==> config.mk <==
export PLATFORM = sky130hd
export DESIGN_NAME = rwu_top
export DESIGN_NICKNAME = d
export VERILOG_FILES = /design/src/rtl/rwu_pkg.sv /design/src/rtl/rwu_top.sv /design/src/rtl/rwu_sync.sv
export SDC_FILE = /design/constraint.sdc
export NUM_CORES = 1
export LEC_CHECK = 0
export CAP_MARGIN = 40
export CORE_UTILIZATION = 53
export CTS_BUF_LIST = sky130_fd_sc_hd__clkbuf_4
export DETAILED_ROUTE_END_ITERATION = 8
export DONT_BUFFER_PORTS = 1
export GPL_ROUTABILITY_DRIVEN = 0
export MAX_ROUTING_LAYER = met4
export PLACE_DENSITY = 0.73
export SETUP_SLACK_MARGIN = 0.1
export SYNTH_ARGS = -nofsm -noshare
export SYNTH_HDL_FRONTEND = slang
export SYNTH_SLANG_ARGS = --single-unit
==> constraint.sdc <==
create_clock -name ref_clk_i -period 3.05 [get_ports ref_clk_i]
set_clock_uncertainty 0.15 [all_clocks]
set_input_delay 0.1525 -clock ref_clk_i [delete_from_list [all_inputs] [get_ports ref_clk_i]]
set_output_delay 0.1525 -clock ref_clk_i [all_outputs]
set_load 0.1 [all_outputs]
==> src/rtl/rwu_pkg.sv <==
// constants for the reset and watchdog unit
`default_nettype none
package rwu_pkg;

  // bus geometry
  localparam int          ADDR_W        = 18;
  localparam int          DATA_W        = 32;
  localparam int          IDX_W         = 16;
  localparam int          REG_W         = 8;
  localparam int          CNT_W         = 17;

  // register indices, byte address is four times the index
  localparam logic [15:0] CTRL_IDX      = 16'hfe79;
  localparam logic [15:0] KICK_IDX      = 16'hfe7a;
  localparam logic [15:0] OSC_IDX       = 16'hfe7b;
  localparam logic [15:0] CNT_IDX       = 16'hfe7c;

  // control register fields
  localparam int          FLAG_BIT      = 7;
  localparam int          CKSL_BIT      = 6;
  localparam int          RUN_BIT       = 5;
  localparam int          ACT_HI_BIT    = 4;
  localparam int          ACT_LO_BIT    = 3;
  localparam int          OVF_HI_BIT    = 2;
  localparam int          OVF_LO_BIT    = 0;

  // oscillator control fields
  localparam int          LS_START_BIT  = 0;
  localparam int          SUB_EN_BIT    = 6;

  // reset values and codes
  localparam logic [7:0]  CTRL_RST      = 8'h00;
  localparam logic [7:0]  OSC_RST       = 8'h00;
  localparam logic [7:0]  KICK_CODE     = 8'h55;
  localparam logic [1:0]  ACT_STOP      = 2'h1;
  localparam logic [1:0]  ACT_PAUSE     = 2'h2;
  localparam logic [17:0] OVF_BASE      = 18'h00400;
  localparam logic [15:0] SP_RST        = 16'h0000;

  // avalon response codes
  localparam logic [1:0]  RESP_OKAY     = 2'h0;
  localparam logic [1:0]  RESP_SLVERR   = 2'h2;

  // timing
  localparam int          CLK_MHZ       = 125;
  localparam int          RST_HOLD_NS   = 128;
  localparam int          RST_HOLD_CYC  = (RST_HOLD_NS * CLK_MHZ + 999) / 1000;
  localparam int          HOLD_W        = 5;

endpackage
`default_nettype wire

==> src/rtl/rwu_top.sv <==
// reset sequencer and watchdog timer with avalon-mm register slave
//
// The Avalon-MM interface to the registers was decided locally.
`default_nettype none
module rwu_top #(
  parameter logic [15:0] START_ADDR = 16'h0000
) (
  input  wire logic                        ref_clk_i,
  input  wire logic                        rstn_i,
  input  wire logic                        ext_reset_n_pin_i,
  input  wire logic                        lowspeed_clk_i,
  input  wire logic                        subclk_i,
  input  wire logic                        standby_i,
  input  wire logic                        deep_standby_i,
  input  wire logic [rwu_pkg::ADDR_W-1:0]  avs_address_i,
  input  wire logic                        avs_read_i,
  input  wire logic                        avs_write_i,
  input  wire logic [rwu_pkg::DATA_W-1:0]  avs_writedata_i,
  input  wire logic [3:0]                  avs_byteenable_i,
  output logic      [rwu_pkg::DATA_W-1:0]  avs_readdata_o,
  output logic      [1:0]                  avs_response_o,
  output logic                             avs_waitrequest_o,
  output logic                             sys_rst_n_o,
  output logic                             wdog_reset_o,
  output logic                             force_medrc_o,
  output logic                             pc_load_o,
  output logic      [15:0]                 pc_start_o,
  output logic      [15:0]                 sp_init_o,
  output logic                             lowspeed_osc_run_o,
  output logic                             subclk_osc_enable_o
);

  // reset sequencer states
  typedef enum logic {
    RWU_SEQ_HOLD,
    RWU_SEQ_RUN
  } rwu_seq_t;

  // whole unit state, one flop bank
  typedef struct packed {
    rwu_seq_t                            seq;
    logic [rwu_pkg::HOLD_W-1:0]          hold;
    logic                                sysrst_n;
    logic                                medrc;
    logic                                pc_load;
    logic [15:0]                         pc;
    logic [15:0]                         sp;
    logic                                wdrst;
    logic [rwu_pkg::REG_W-1:0]           ctrl;
    logic [rwu_pkg::REG_W-1:0]           osc;
    logic [rwu_pkg::CNT_W-1:0]           cnt;
    logic                                ls_q;
    logic                                sb_q;
    logic                                stby_q;
    logic                                hold_q;
    logic                                lsrun;
    logic                                waitreq;
    logic [rwu_pkg::DATA_W-1:0]          rdata;
    logic [1:0]                          resp;
  } rwu_state_t;

  localparam logic [rwu_pkg::HOLD_W-1:0] HOLD_LOAD =
    rwu_pkg::HOLD_W'(rwu_pkg::RST_HOLD_CYC);

  rwu_state_t r;
  rwu_state_t n;

  // synchronised pin and clock levels
  logic [2:0] sync_q;
  logic       ext_n_s;
  logic       ls_s;
  logic       sb_s;

  // byte address to register hit
  function automatic logic reg_hit(input logic [rwu_pkg::ADDR_W-1:0] a,
                                   input logic [15:0]                 idx);
    reg_hit = (a[1:0] == 2'h0) && (a[rwu_pkg::ADDR_W-1:2] == idx);
  endfunction

  // overflow count from select code
  function automatic logic [17:0] ovf_limit(input logic [2:0] sel);
    ovf_limit = rwu_pkg::OVF_BASE << sel;
  endfunction

  // standby action code selects stop
  function automatic logic act_stop(input logic [1:0] code);
    act_stop = (code == rwu_pkg::ACT_STOP);
  endfunction

  // pin and oscillator clocks enter through two flops
  rwu_sync #(
    .W       (3),
    .RST_VAL (3'h1)
  ) u_sync (
    .ref_clk_i (ref_clk_i),
    .rstn_i    (rstn_i),
    .d_i       ({subclk_i, lowspeed_clk_i, ext_reset_n_pin_i}),
    .q_o       (sync_q)
  );

  assign ext_n_s = sync_q[0];
  assign ls_s    = sync_q[1];
  assign sb_s    = sync_q[2];

  always_comb begin
    logic                       req;
    logic                       acc_wr;
    logic                       hit_ctrl;
    logic                       hit_kick;
    logic                       hit_osc;
    logic                       hit_cnt;
    logic                       wr_ctrl;
    logic                       wr_kick;
    logic                       wr_osc;
    logic                       ext_low;
    logic                       run;
    logic                       cksl;
    logic [1:0]                 act;
    logic                       stop_sel;
    logic                       paused;
    logic                       tick;
    logic                       stby_entry;
    logic                       hold_entry;
    logic                       kick;
    logic                       sub_off;
    logic                       ovf;
    logic                       wd_evt;
    logic                       restart;
    logic [2:0]                 ovf_sel;
    logic [17:0]                limit;
    logic [17:0]                cnt_inc;
    logic [rwu_pkg::REG_W-1:0]  wbyte;
    n          = r;
    req        = avs_read_i | avs_write_i;
    acc_wr     = avs_write_i & ~r.waitreq & avs_byteenable_i[0];
    hit_ctrl   = reg_hit(avs_address_i, rwu_pkg::CTRL_IDX);
    hit_kick   = reg_hit(avs_address_i, rwu_pkg::KICK_IDX);
    hit_osc    = reg_hit(avs_address_i, rwu_pkg::OSC_IDX);
    hit_cnt    = reg_hit(avs_address_i, rwu_pkg::CNT_IDX);
    wr_ctrl    = acc_wr & hit_ctrl;
    wr_kick    = acc_wr & hit_kick;
    wr_osc     = acc_wr & hit_osc;
    wbyte      = avs_writedata_i[rwu_pkg::REG_W-1:0];
    ext_low    = ~ext_n_s;
    run        = r.ctrl[rwu_pkg::RUN_BIT];
    cksl       = r.ctrl[rwu_pkg::CKSL_BIT];
    act        = r.ctrl[rwu_pkg::ACT_HI_BIT:rwu_pkg::ACT_LO_BIT];
    stop_sel   = act_stop(act);
    paused     = standby_i & (act == rwu_pkg::ACT_PAUSE);
    tick       = 1'b0;
    stby_entry = standby_i & ~r.stby_q;
    hold_entry = deep_standby_i & ~r.hold_q;
    kick       = 1'b0;
    sub_off    = 1'b0;
    ovf        = 1'b0;
    wd_evt     = 1'b0;
    restart    = 1'b0;
    ovf_sel    = r.ctrl[rwu_pkg::OVF_HI_BIT:rwu_pkg::OVF_LO_BIT];
    limit      = ovf_limit(ovf_sel);
    cnt_inc    = {1'b0, r.cnt} + 18'h00001;
    n.wdrst    = 1'b0;
    n.pc_load  = 1'b0;
    n.ls_q     = ls_s;
    n.sb_q     = sb_s;
    n.stby_q   = standby_i;
    n.hold_q   = deep_standby_i;

    // bus slave: one wait cycle, then the access completes
    if (req && r.waitreq) begin
      n.waitreq = 1'b0;
      n.resp    = rwu_pkg::RESP_OKAY;
      n.rdata   = '0;
      if (hit_ctrl) begin
        n.rdata[rwu_pkg::REG_W-1:0] = r.ctrl;
      end else if (hit_osc) begin
        n.rdata[rwu_pkg::REG_W-1:0] = r.osc;
      end else if (hit_cnt) begin
        n.rdata[rwu_pkg::CNT_W-1:0] = r.cnt;
      end else if (!hit_kick) begin
        n.resp = rwu_pkg::RESP_SLVERR;
      end
    end else begin
      n.waitreq = 1'b1;
    end

    // software writes
    if (wr_ctrl && !run) begin
      n.ctrl = wbyte;
    end
    if (wr_kick && run && wbyte == rwu_pkg::KICK_CODE) begin
      kick = 1'b1;
    end
    if (wr_osc) begin
      n.osc   = wbyte;
      sub_off = r.osc[rwu_pkg::SUB_EN_BIT] & ~wbyte[rwu_pkg::SUB_EN_BIT];
    end

    // counter on the selected watchdog clock
    if (cksl) begin
      tick = sb_s & ~r.sb_q;
    end else begin
      tick = ls_s & ~r.ls_q;
    end
    if (kick) begin
      n.cnt = '0;
    end else if (run && !paused && tick) begin
      if (cnt_inc == limit) begin
        ovf = 1'b1;
      end else begin
        n.cnt = cnt_inc[rwu_pkg::CNT_W-1:0];
      end
    end

    // standby with stop action halts the watchdog
    if (run && stby_entry && stop_sel) begin
      n.ctrl[rwu_pkg::RUN_BIT] = 1'b0;
    end

    // overflow, or subclock lost or deep standby while running on it
    wd_evt = ovf | (run & cksl & ~stop_sel &
                    (sub_off | hold_entry));
    if (wd_evt) begin
      n.ctrl[rwu_pkg::RUN_BIT]  = 1'b0;
      n.ctrl[rwu_pkg::FLAG_BIT] = 1'b1;
      n.wdrst                   = 1'b1;
    end

    // stopped counter reads zero
    if (!n.ctrl[rwu_pkg::RUN_BIT]) begin
      n.cnt = '0;
    end

    // pin reset clears the whole watchdog
    if (ext_low) begin
      n.ctrl = rwu_pkg::CTRL_RST;
      n.osc  = rwu_pkg::OSC_RST;
      n.cnt  = '0;
    end

    // low-speed oscillator request, either owner keeps it on
    n.lsrun = n.osc[rwu_pkg::LS_START_BIT] |
              (~n.ctrl[rwu_pkg::CKSL_BIT] & n.ctrl[rwu_pkg::RUN_BIT] &
               ~paused);

    // reset sequencer, released only on the system clock
    restart = ext_low | wd_evt;
    case (r.seq)
      RWU_SEQ_HOLD: begin
        n.sysrst_n = 1'b0;
        n.medrc    = 1'b1;
        if (restart) begin
          n.hold = HOLD_LOAD;
        end else if (r.hold != '0) begin
          n.hold = r.hold - rwu_pkg::HOLD_W'(1);
        end else begin
          n.seq      = RWU_SEQ_RUN;
          n.sysrst_n = 1'b1;
          n.pc_load  = 1'b1;
          n.pc       = START_ADDR;
          n.sp       = rwu_pkg::SP_RST;
        end
      end
      RWU_SEQ_RUN: begin
        if (restart) begin
          n.seq      = RWU_SEQ_HOLD;
          n.hold     = HOLD_LOAD;
          n.sysrst_n = 1'b0;
          n.medrc    = 1'b1;
        end
      end
      default: begin
        n.seq      = RWU_SEQ_HOLD;
        n.hold     = HOLD_LOAD;
        n.sysrst_n = 1'b0;
      end
    endcase
    // no ram clear strobe exists; memory keeps its contents
  end

  // state register
  always_ff @(posedge ref_clk_i or negedge rstn_i) begin
    if (!rstn_i) begin
      r.seq      <= RWU_SEQ_HOLD;
      r.hold     <= HOLD_LOAD;
      r.sysrst_n <= 1'b0;
      r.medrc    <= 1'b1;
      r.pc_load  <= 1'b0;
      r.pc       <= START_ADDR;
      r.sp       <= rwu_pkg::SP_RST;
      r.wdrst    <= 1'b0;
      r.ctrl     <= rwu_pkg::CTRL_RST;
      r.osc      <= rwu_pkg::OSC_RST;
      r.cnt      <= '0;
      r.ls_q     <= 1'b0;
      r.sb_q     <= 1'b0;
      r.stby_q   <= 1'b0;
      r.hold_q   <= 1'b0;
      r.lsrun    <= 1'b0;
      r.waitreq  <= 1'b1;
      r.rdata    <= '0;
      r.resp     <= rwu_pkg::RESP_OKAY;
    end else begin
      r <= n;
    end
  end

  // outputs straight from the state flops
  assign avs_readdata_o      = r.rdata;
  assign avs_response_o      = r.resp;
  assign avs_waitrequest_o   = r.waitreq;
  assign sys_rst_n_o         = r.sysrst_n;
  assign wdog_reset_o        = r.wdrst;
  assign force_medrc_o       = r.medrc;
  assign pc_load_o           = r.pc_load;
  assign pc_start_o          = r.pc;
  assign sp_init_o           = r.sp;
  assign lowspeed_osc_run_o  = r.lsrun;
  assign subclk_osc_enable_o = r.osc[rwu_pkg::SUB_EN_BIT];

endmodule
`default_nettype wire

==> src/rtl/rwu_sync.sv <==
// two-flop synchroniser bank for asynchronous inputs
`default_nettype none
module rwu_sync #(
  parameter int           W       = 1,
  parameter logic [W-1:0] RST_VAL = '0
) (
  input  wire logic         ref_clk_i,
  input  wire logic         rstn_i,
  input  wire logic [W-1:0] d_i,
  output logic      [W-1:0] q_o
);

  typedef struct packed {
    logic [W-1:0] s1;
    logic [W-1:0] s2;
  } rwu_sync_t;

  rwu_sync_t r;
  rwu_sync_t n;

  always_comb begin
    n    = r;
    n.s1 = d_i;
    n.s2 = r.s1;
  end

  always_ff @(posedge ref_clk_i or negedge rstn_i) begin
    if (!rstn_i) begin
      r <= '{s1: RST_VAL, s2: RST_VAL};
    end else begin
      r <= n;
    end
  end

  assign q_o = r.s2;

endmodule
`default_nettype wire

---- Word level (Yosys, flattened, before mapping) ----
Index checks and enable logic that the tools add are counted.
storage, ports and cells
  bits in registers ....................... 74
  bits in latches ......................... 0
  memory bits (writable) .................. 0
  memory bits (read-only) ................. 0
  bits of input ports ..................... 63
  output and inout port bits .............. 73
  word-level logic and storage cells ...... 125
  memories kept ........................... 0
cells by class
  add/subtract/negate cells ............... 2
  multipliers ............................. 0
  div/mod/pow operators ................... 0
  order comparisons ....................... 0
  equal/unequal tests ..................... 15
  shifts and indexed selects .............. 1
  multiplexer cells ....................... 35
  bitwise gates (word level) .............. 32
  reduce and logical (&&, ||, !) cells .... 18
operator list
  operator               count
  $mux 33                4
  $mux 17                5
  $eq 16x16->1 const B   4
  $mux 8                 5
  $add 17x1->18 const B  1
  $eq 18x18->1           1
  $mux 9                 2
  $shl 11x3->18 const A  1
  $and 1x1->1            16
  $pmux 8 s2             1
  $logic_and 1x1->1      12
  $mux 1                 11
  $not 1->1              11
  $mux 2                 5
  $mux 5                 2
  $eq 8x7->1 const B     1
  $ne 4x4->1 const B     2
  $ne 3x3->1 const B     2
  $or 1x1->1             5
  $reduce_bool 5->1      1
  $sub 5x1->5 const B    1
  $ne 2x2->1 const B     2
  $reduce_and 2->1       2
  $eq 2x1->1 const B     1
  4 further kinds        5

---- Longest topological paths before layout ----
  word-level depth ........................ 16
  gate-level depth with buffers ........... 10
  gate-level depth less buffers ........... 9

---- By module ----
A second synthesis with hierarchy kept.
unflattened totals
  cells, all modules ...................... 464
  area, all modules ....................... 4367.9 um2
by module, submodules not included
  module    instances  cells an instance  area each (um2)  seq. area each (um2)
  rwu_top   1          458                4215.3           1680.4
  rwu_sync  1          6                  152.6            152.6

---- Least setup slack after synthesis ----
Ideal clock, no wire load.
  kind .................................... reg2reg
  start point ............................. register r (netlist bit avs_waitrequest_o)
  end point ............................... register r[46] (netlist name)
  setup time .............................. 127 ps
  arrival ................................. 2672 ps
  required time ........................... 2773 ps
  path slack .............................. 101 ps
  stages on the path, launching flop included .. 10
  path buffers ............................ 2
  clock period less this slack ............ 2949 ps
  path through ............................ dfstp_2 -> and4b_1 -> nand4_1 -> nor3_1 -> or4_4 -> a311oi_4 -> a21o_1 -> buf_4 -> buf_6 -> a21oi_1
between the ends
  longest elaborated chain between the ends .. 12
  elaborated cells between the ends (all ways) .. 24
  classes of those cells .................. 2 x eq/ne; 9 x mux; 9 x bitwise; 4 x reduce/logical
ends and longest elaborated chain
  element                                                       line            text
  start: declaration                                            rwu_top.sv:65   rwu_state_t r;
  start signal: assignment                                      rwu_top.sv:303  r <= n;
  $not 1->1 *                                                   rwu_top.sv:135  acc_wr = avs_write_i & ~r.waitreq & avs_byteenable_i[0];
  $and 1x1->1 * (2 in series)                                   rwu_top.sv:135
  $and 1x1->1                                                   rwu_top.sv:141  wr_kick = acc_wr & hit_kick;
  $logic_and 1x1->1 (2 in series)                               rwu_top.sv:190  if (wr_kick && run && wbyte == rwu_pkg::KICK_CODE) begin
  $mux 1                                                        rwu_top.sv:190
  $mux 1                                                        rwu_top.sv:204  if (kick) begin
  $or 1x1->1                                                    rwu_top.sv:220  wd_evt = ovf | (run & cksl & ~stop_sel &
  $mux 1                                                        rwu_top.sv:222  if (wd_evt) begin
  $ne 4x4->1 (no source line) or $mux 17 (tied branches)        n/a
  $reduce_and 2->1 (no source line) or $mux 33 (tied branches)  n/a
Every way passes the cells marked *; elsewhere a longest branch is shown, timed or not. The select of a mux whose other input is x is not followed.
A chain may end at the register's enable or synchronous reset.

---- Worst setup path in the final report ----
  start point ............................. register r[40] (netlist name)
  end point ............................... register r[50] (netlist name)
between the ends
  longest elaborated chain between the ends .. 9
  elaborated cells between the ends (all ways) .. 15
  classes of those cells .................. 1 x add/sub; 3 x eq/ne; 9 x mux; 1 x bitwise; 1 x reduce/logical
ends and longest elaborated chain
  element                                                       line            text
  $add 17x1->18 *                                               rwu_top.sv:160  cnt_inc = {1'b0, r.cnt} + 18'h00001;
  $eq 18x18->1                                                  rwu_top.sv:207  if (cnt_inc == limit) begin
  $mux 1                                                        rwu_top.sv:207
  $mux 1                                                        rwu_top.sv:206  end else if (run && !paused && tick) begin
  $mux 1                                                        rwu_top.sv:204
  $or 1x1->1                                                    rwu_top.sv:220
  $mux 1                                                        rwu_top.sv:222
  $ne 4x4->1 (no source line) or $mux 17 (tied branches)        n/a
  $reduce_and 2->1 (no source line) or $mux 33 (tied branches)  n/a
Marked as above.

==> results.rst <==
.. list-table::
   :header-rows: 1

   * - Metric
     - Value
   * - Share of power burned in registers
     - 0.476
   * - Post-Route WL
     - between 10 and 15 mm
   * - R2r setup slk
     - between 0.09 and 0.1 ns
   * - Status
     - completed
   * - Clock buffer depth
     - 2
   * - Layout area overhead
     - 12.59%
   * - Setup CP Type
     - reg2reg
   * - CP startpoint kind
     - register
   * - Synthesized flop and latch total
     - 73
   * - HP Class
     - in2reg
   * - Clock tree from TritonCTS
     - yes
   * - H-tree lvl count
     - 3
   * - Wire length of the first global-routing pass
     - 19.01 mm
   * - Share of power burned in combinational logic
     - 0.233
   * - Number of enable-type register cells in the synthesized netlist
     - 0
   * - Sinks on the clock net
     - 73
   * - Area inside the core boundary
     - 8763 µm²
   * - Fmax achieved
     - around 0.34 GHz
   * - Clock root cell
     - clkbuf_4
   * - Post-DP HPWL
     - 8.097 mm
   * - Destination of the worst register-to-register timing path
     - r[50]
   * - Switch share
     - 0.3853
   * - Critical Path Source
     - r[40]
   * - Post-route fraction of the period consumed by the critical path
     - 0.9678
   * - Clock network fraction of design power
     - 0.291
   * - Width of the die
     - 97.37 µm
   * - Nature of the critical path endpoint
     - register
   * - Antenna violation net count after detailed routing
     - 0
   * - Worst hold slack across all endpoints
     - roughly 0.037 ns
   * - Clock-pin slew on the worst setup and hold paths
     - 0.15 ns
   * - Total number of vias
     - between 4000 and 5000
   * - Worst Reg2Reg Path Length in Cells
     - 9
   * - Via count of the first global-routing pass
     - 3827
   * - Share of post-route cells with drive strength above 1
     - 0.1855
   * - IR drop worst, VDD
     - 0.0003863 V
   * - Worst hold path stage count
     - 4
   * - Crit Path Max Fanout
     - 8
   * - Maximum number of pins on one net before global-route repair
     - 74
   * - Leading area contributor after synthesis
     - dfrtp_1
   * - Top-level I/O count
     - roughly 140
   * - Gate count after technology mapping
     - 528
   * - Leakage power total
     - approximately 2.4 nW
   * - Distinct cell type count after synthesis
     - 75
   * - Post-synthesis async set-or-reset flop share
     - 1.000
   * - Remaining design rule violation count
     - 0
   * - Least-Margin Pin Slew
     - between 0.9 and 1 ns
   * - Total standard cell area after synthesis
     - between 4000 and 5000 µm²
   * - Critical path required time
     - ~3.2 ns
   * - Starting density of the core
     - 0.5501
   * - RSZ-0062 raised after global routing
     - yes
   * - # diodes
     - 0
   * - Share of the yosys chip area belonging to registers
     - 0.3802
   * - All-Layer GR Usage
     - 0.2589
   * - Design Power
     - between 2 and 2.5 mW
   * - Hold wc startpoint
     - avs_address_i[8]
   * - Remaining max-slew budget at the tightest pin
     - 0.3985
   * - Beginning of the worst register-to-register path
     - r[40]
   * - Number of hold violations in the final report
     - 0
   * - Antenna violations before repair
     - 0
   * - Full die area
     - 9481 µm²
   * - Data arrival, critical path
     - about 3.1 ns
   * - Cell Int Power
     - ~1.4 mW
   * - Clock buffers created by TritonCTS
     - 9
   * - Clock insertion delay at the later pin of the skew report
     - about 0.44 ns
   * - Floorplan row count
     - 34
   * - Number of nets in the final layout
     - just over 600
   * - Final Setup Violations
     - 0
   * - Total of buffers placed on input and output ports
     - 0
   * - Switching power
     - between 0.8 and 0.9 mW
   * - Number of warning messages in the yosys log
     - 0
   * - Final Slew Violations
     - 0
   * - Cell types occupying the most area after synthesis
     - dfrtp_1, buf_4, nand2_1, mux2i_1, o21ai_0
   * - End point of the most critical hold path
     - avs_response_o[1]
   * - Per-cell via count in the routed design
     - 6.093
   * - Chip height
     - about 97 µm
   * - Number of iterations in the first detailed-routing pass
     - 4
   * - Post-layout min period
     - 2.952 ns
   * - Yosys top cell area share
     - 0.3530
   * - Total congestion overflow after global routing
     - 0
   * - Number of violations of the max-capacitance limit
     - 0
   * - Ys flop type
     - dfrtp_1
   * - Violation count after the first detailed-route iteration
     - roughly 210
   * - Syn Area/Cell
     - a little over 9 µm²
   * - Average wire per cell in the routed design
     - 18.03 µm
   * - Cell area power density
     - around 420 nW/µm²
critical path, cell delays in order, from the launching register on:
cell	delay (ns)
dfrtp_1	0.41
ha_2	0.19
a211o_1	0.33
a2111oi_4	0.31
o21ai_1	0.09
or4_4	0.45
a311oi_4	0.36
a21o_1	0.25
buf_12	0.15
o21ba_4	0.15
through the flow:
step | util | TNS (ns) | instances | cell area, µm² | setup WS (ns)
after floorplan | - | 0 | 575 | 4997 | 0.1011
after global placement | 0.5350 | 0 | 611 | 4688 | 0.1002
after detailed placement | 0.5493 | 0 | 616 | 4813 | 0.05127
after CTS | 0.5934 | 0 | 653 | 5200 | 0.1103
after global routing | 0.6194 | -0.03280 | 658 | 5428 | -0.01007
final | 0.6194 | 0 | 658 | 5428 | 0.09809
how the worst max path moves through the flow:
stage / endpoint / slack (ns) / cells after the start
global route: r[50] / -0.01 / 10
global placement: r[40] / 0.10 / 9
floorplan: r[46] / 0.10 / 9
CTS: r[55] / 0.11 / 8
detailed placement: r[40] / 0.05 / 8
finish: r[50] / 0.1 / 9
timing repair:
action / 4_1_cts / 5_1_grt
resized for setup: 3 / 23
pin swaps: 1 / 9
endpoints found under the hold margin: 104 / 1
setup buffers: 0 / 1
setup endpoints to repair: 13 / 26
gates cloned: 0 / 0
hold buffers: 21 / 1
flip-flops by register name, indices dropped and copies added, names as in the netlist:
| register | count |
|---|---|
| u_sync.q_o | 3 |
| subclk_osc_enable_o | 1 |
| sys_rst_n_o | 1 |
| pc_load_o | 1 |
| wdog_reset_o | 1 |
| force_medrc_o | 1 |
| u_sync.n | 3 |
| r | 42 |
| avs_waitrequest_o | 1 |
| avs_readdata_o | 17 |
| lowspeed_osc_run_o | 1 |
| avs_response_o | 1 |
Yosys cell counts (4+ instances only):
cell	n
xor2_1	4
a41oi_1	5
dfstp_2	5
nand2_1	55
buf_2	7
nor2_1	27
nor4_1	9
clkbuf_1	19
nand4_1	14
or3_1	7
nand4b_1	5
mux2_2	6
inv_1	10
o21a_1	7
buf_4	69
a22oi_1	7
and3_1	12
nand3_1	12
mux2i_1	16
a21oi_1	20
dfrtp_1	68
and4_1	4
nor2b_1	5
xnor2_1	9
o21ai_0	29
nor3_1	16
layer usage:
metal | vias to the layer above | GRT usage | part of all wire
li1 | 1825 | - | -
met1 | 1986 | 0.3228 | 0.42
met2 | 166 | 0.4099 | 0.49
met3 | 32 | 0.04460 | 0.056
met4 | 0 | 0.1222 | 0.031
met5 | - | - | 0
power groups by stage:
stage / clock network, mW / logic, mW / registers [mW]
after global placement: 0 / 0.439 / 1.12
after detailed placement: 0 / 0.482 / 1.11
after floorplan: 0 / 0.479 / 1.11
final: 0.666 / 0.534 / 1.09
after CTS: 0.679 / 0.533 / 1.09
after global routing: 0.713 / 0.570 / 1.10
cell type report:
class	instances	area (µm²)
Clock buffer	9	67.56
Inverter	12	45.04
Timing Repair Buffer	59	686.9
Tap cell	108	135.1
Sequential cell	73	1836
Fill cell	688	3336
Multi-Input combinational cell	390	2572
Clock inverter	7	85.08
placed cells by master (no fill, tap or decap), types with 16 or more instances in the layout:
cell | netlist | routed
nor3_1 | 16 | 16
a21oi_1 | 20 | 16
nand2_1 | 55 | 55
mux2i_1 | 16 | 16
buf_4 | 69 | 25
conb_1 | 1 | 48
o21ai_0 | 29 | 29
dlygate4sd3_1 | 0 | 21
dfrtp_1 | 68 | 66
nor2_1 | 27 | 27
cells by family (layout without fill, tap and decap cells):
group / Yosys count / after routing / share of synthesized area
adder cells (fa/ha/maj): 3 / 3 / 0.007787
other: 1 / 48 / 0.0007779
XOR/XNOR: 13 / 13 / 0.02362
buffers and inverters: 112 / 87 / 0.1485
AND/OR/NAND/NOR: 198 / 198 / 0.2331
flip-flops: 73 / 73 / 0.3802
AO/OA/AOI/OAI: 106 / 106 / 0.1588
multiplexers: 22 / 22 / 0.04723
Power figures use the tool's default switching activity.
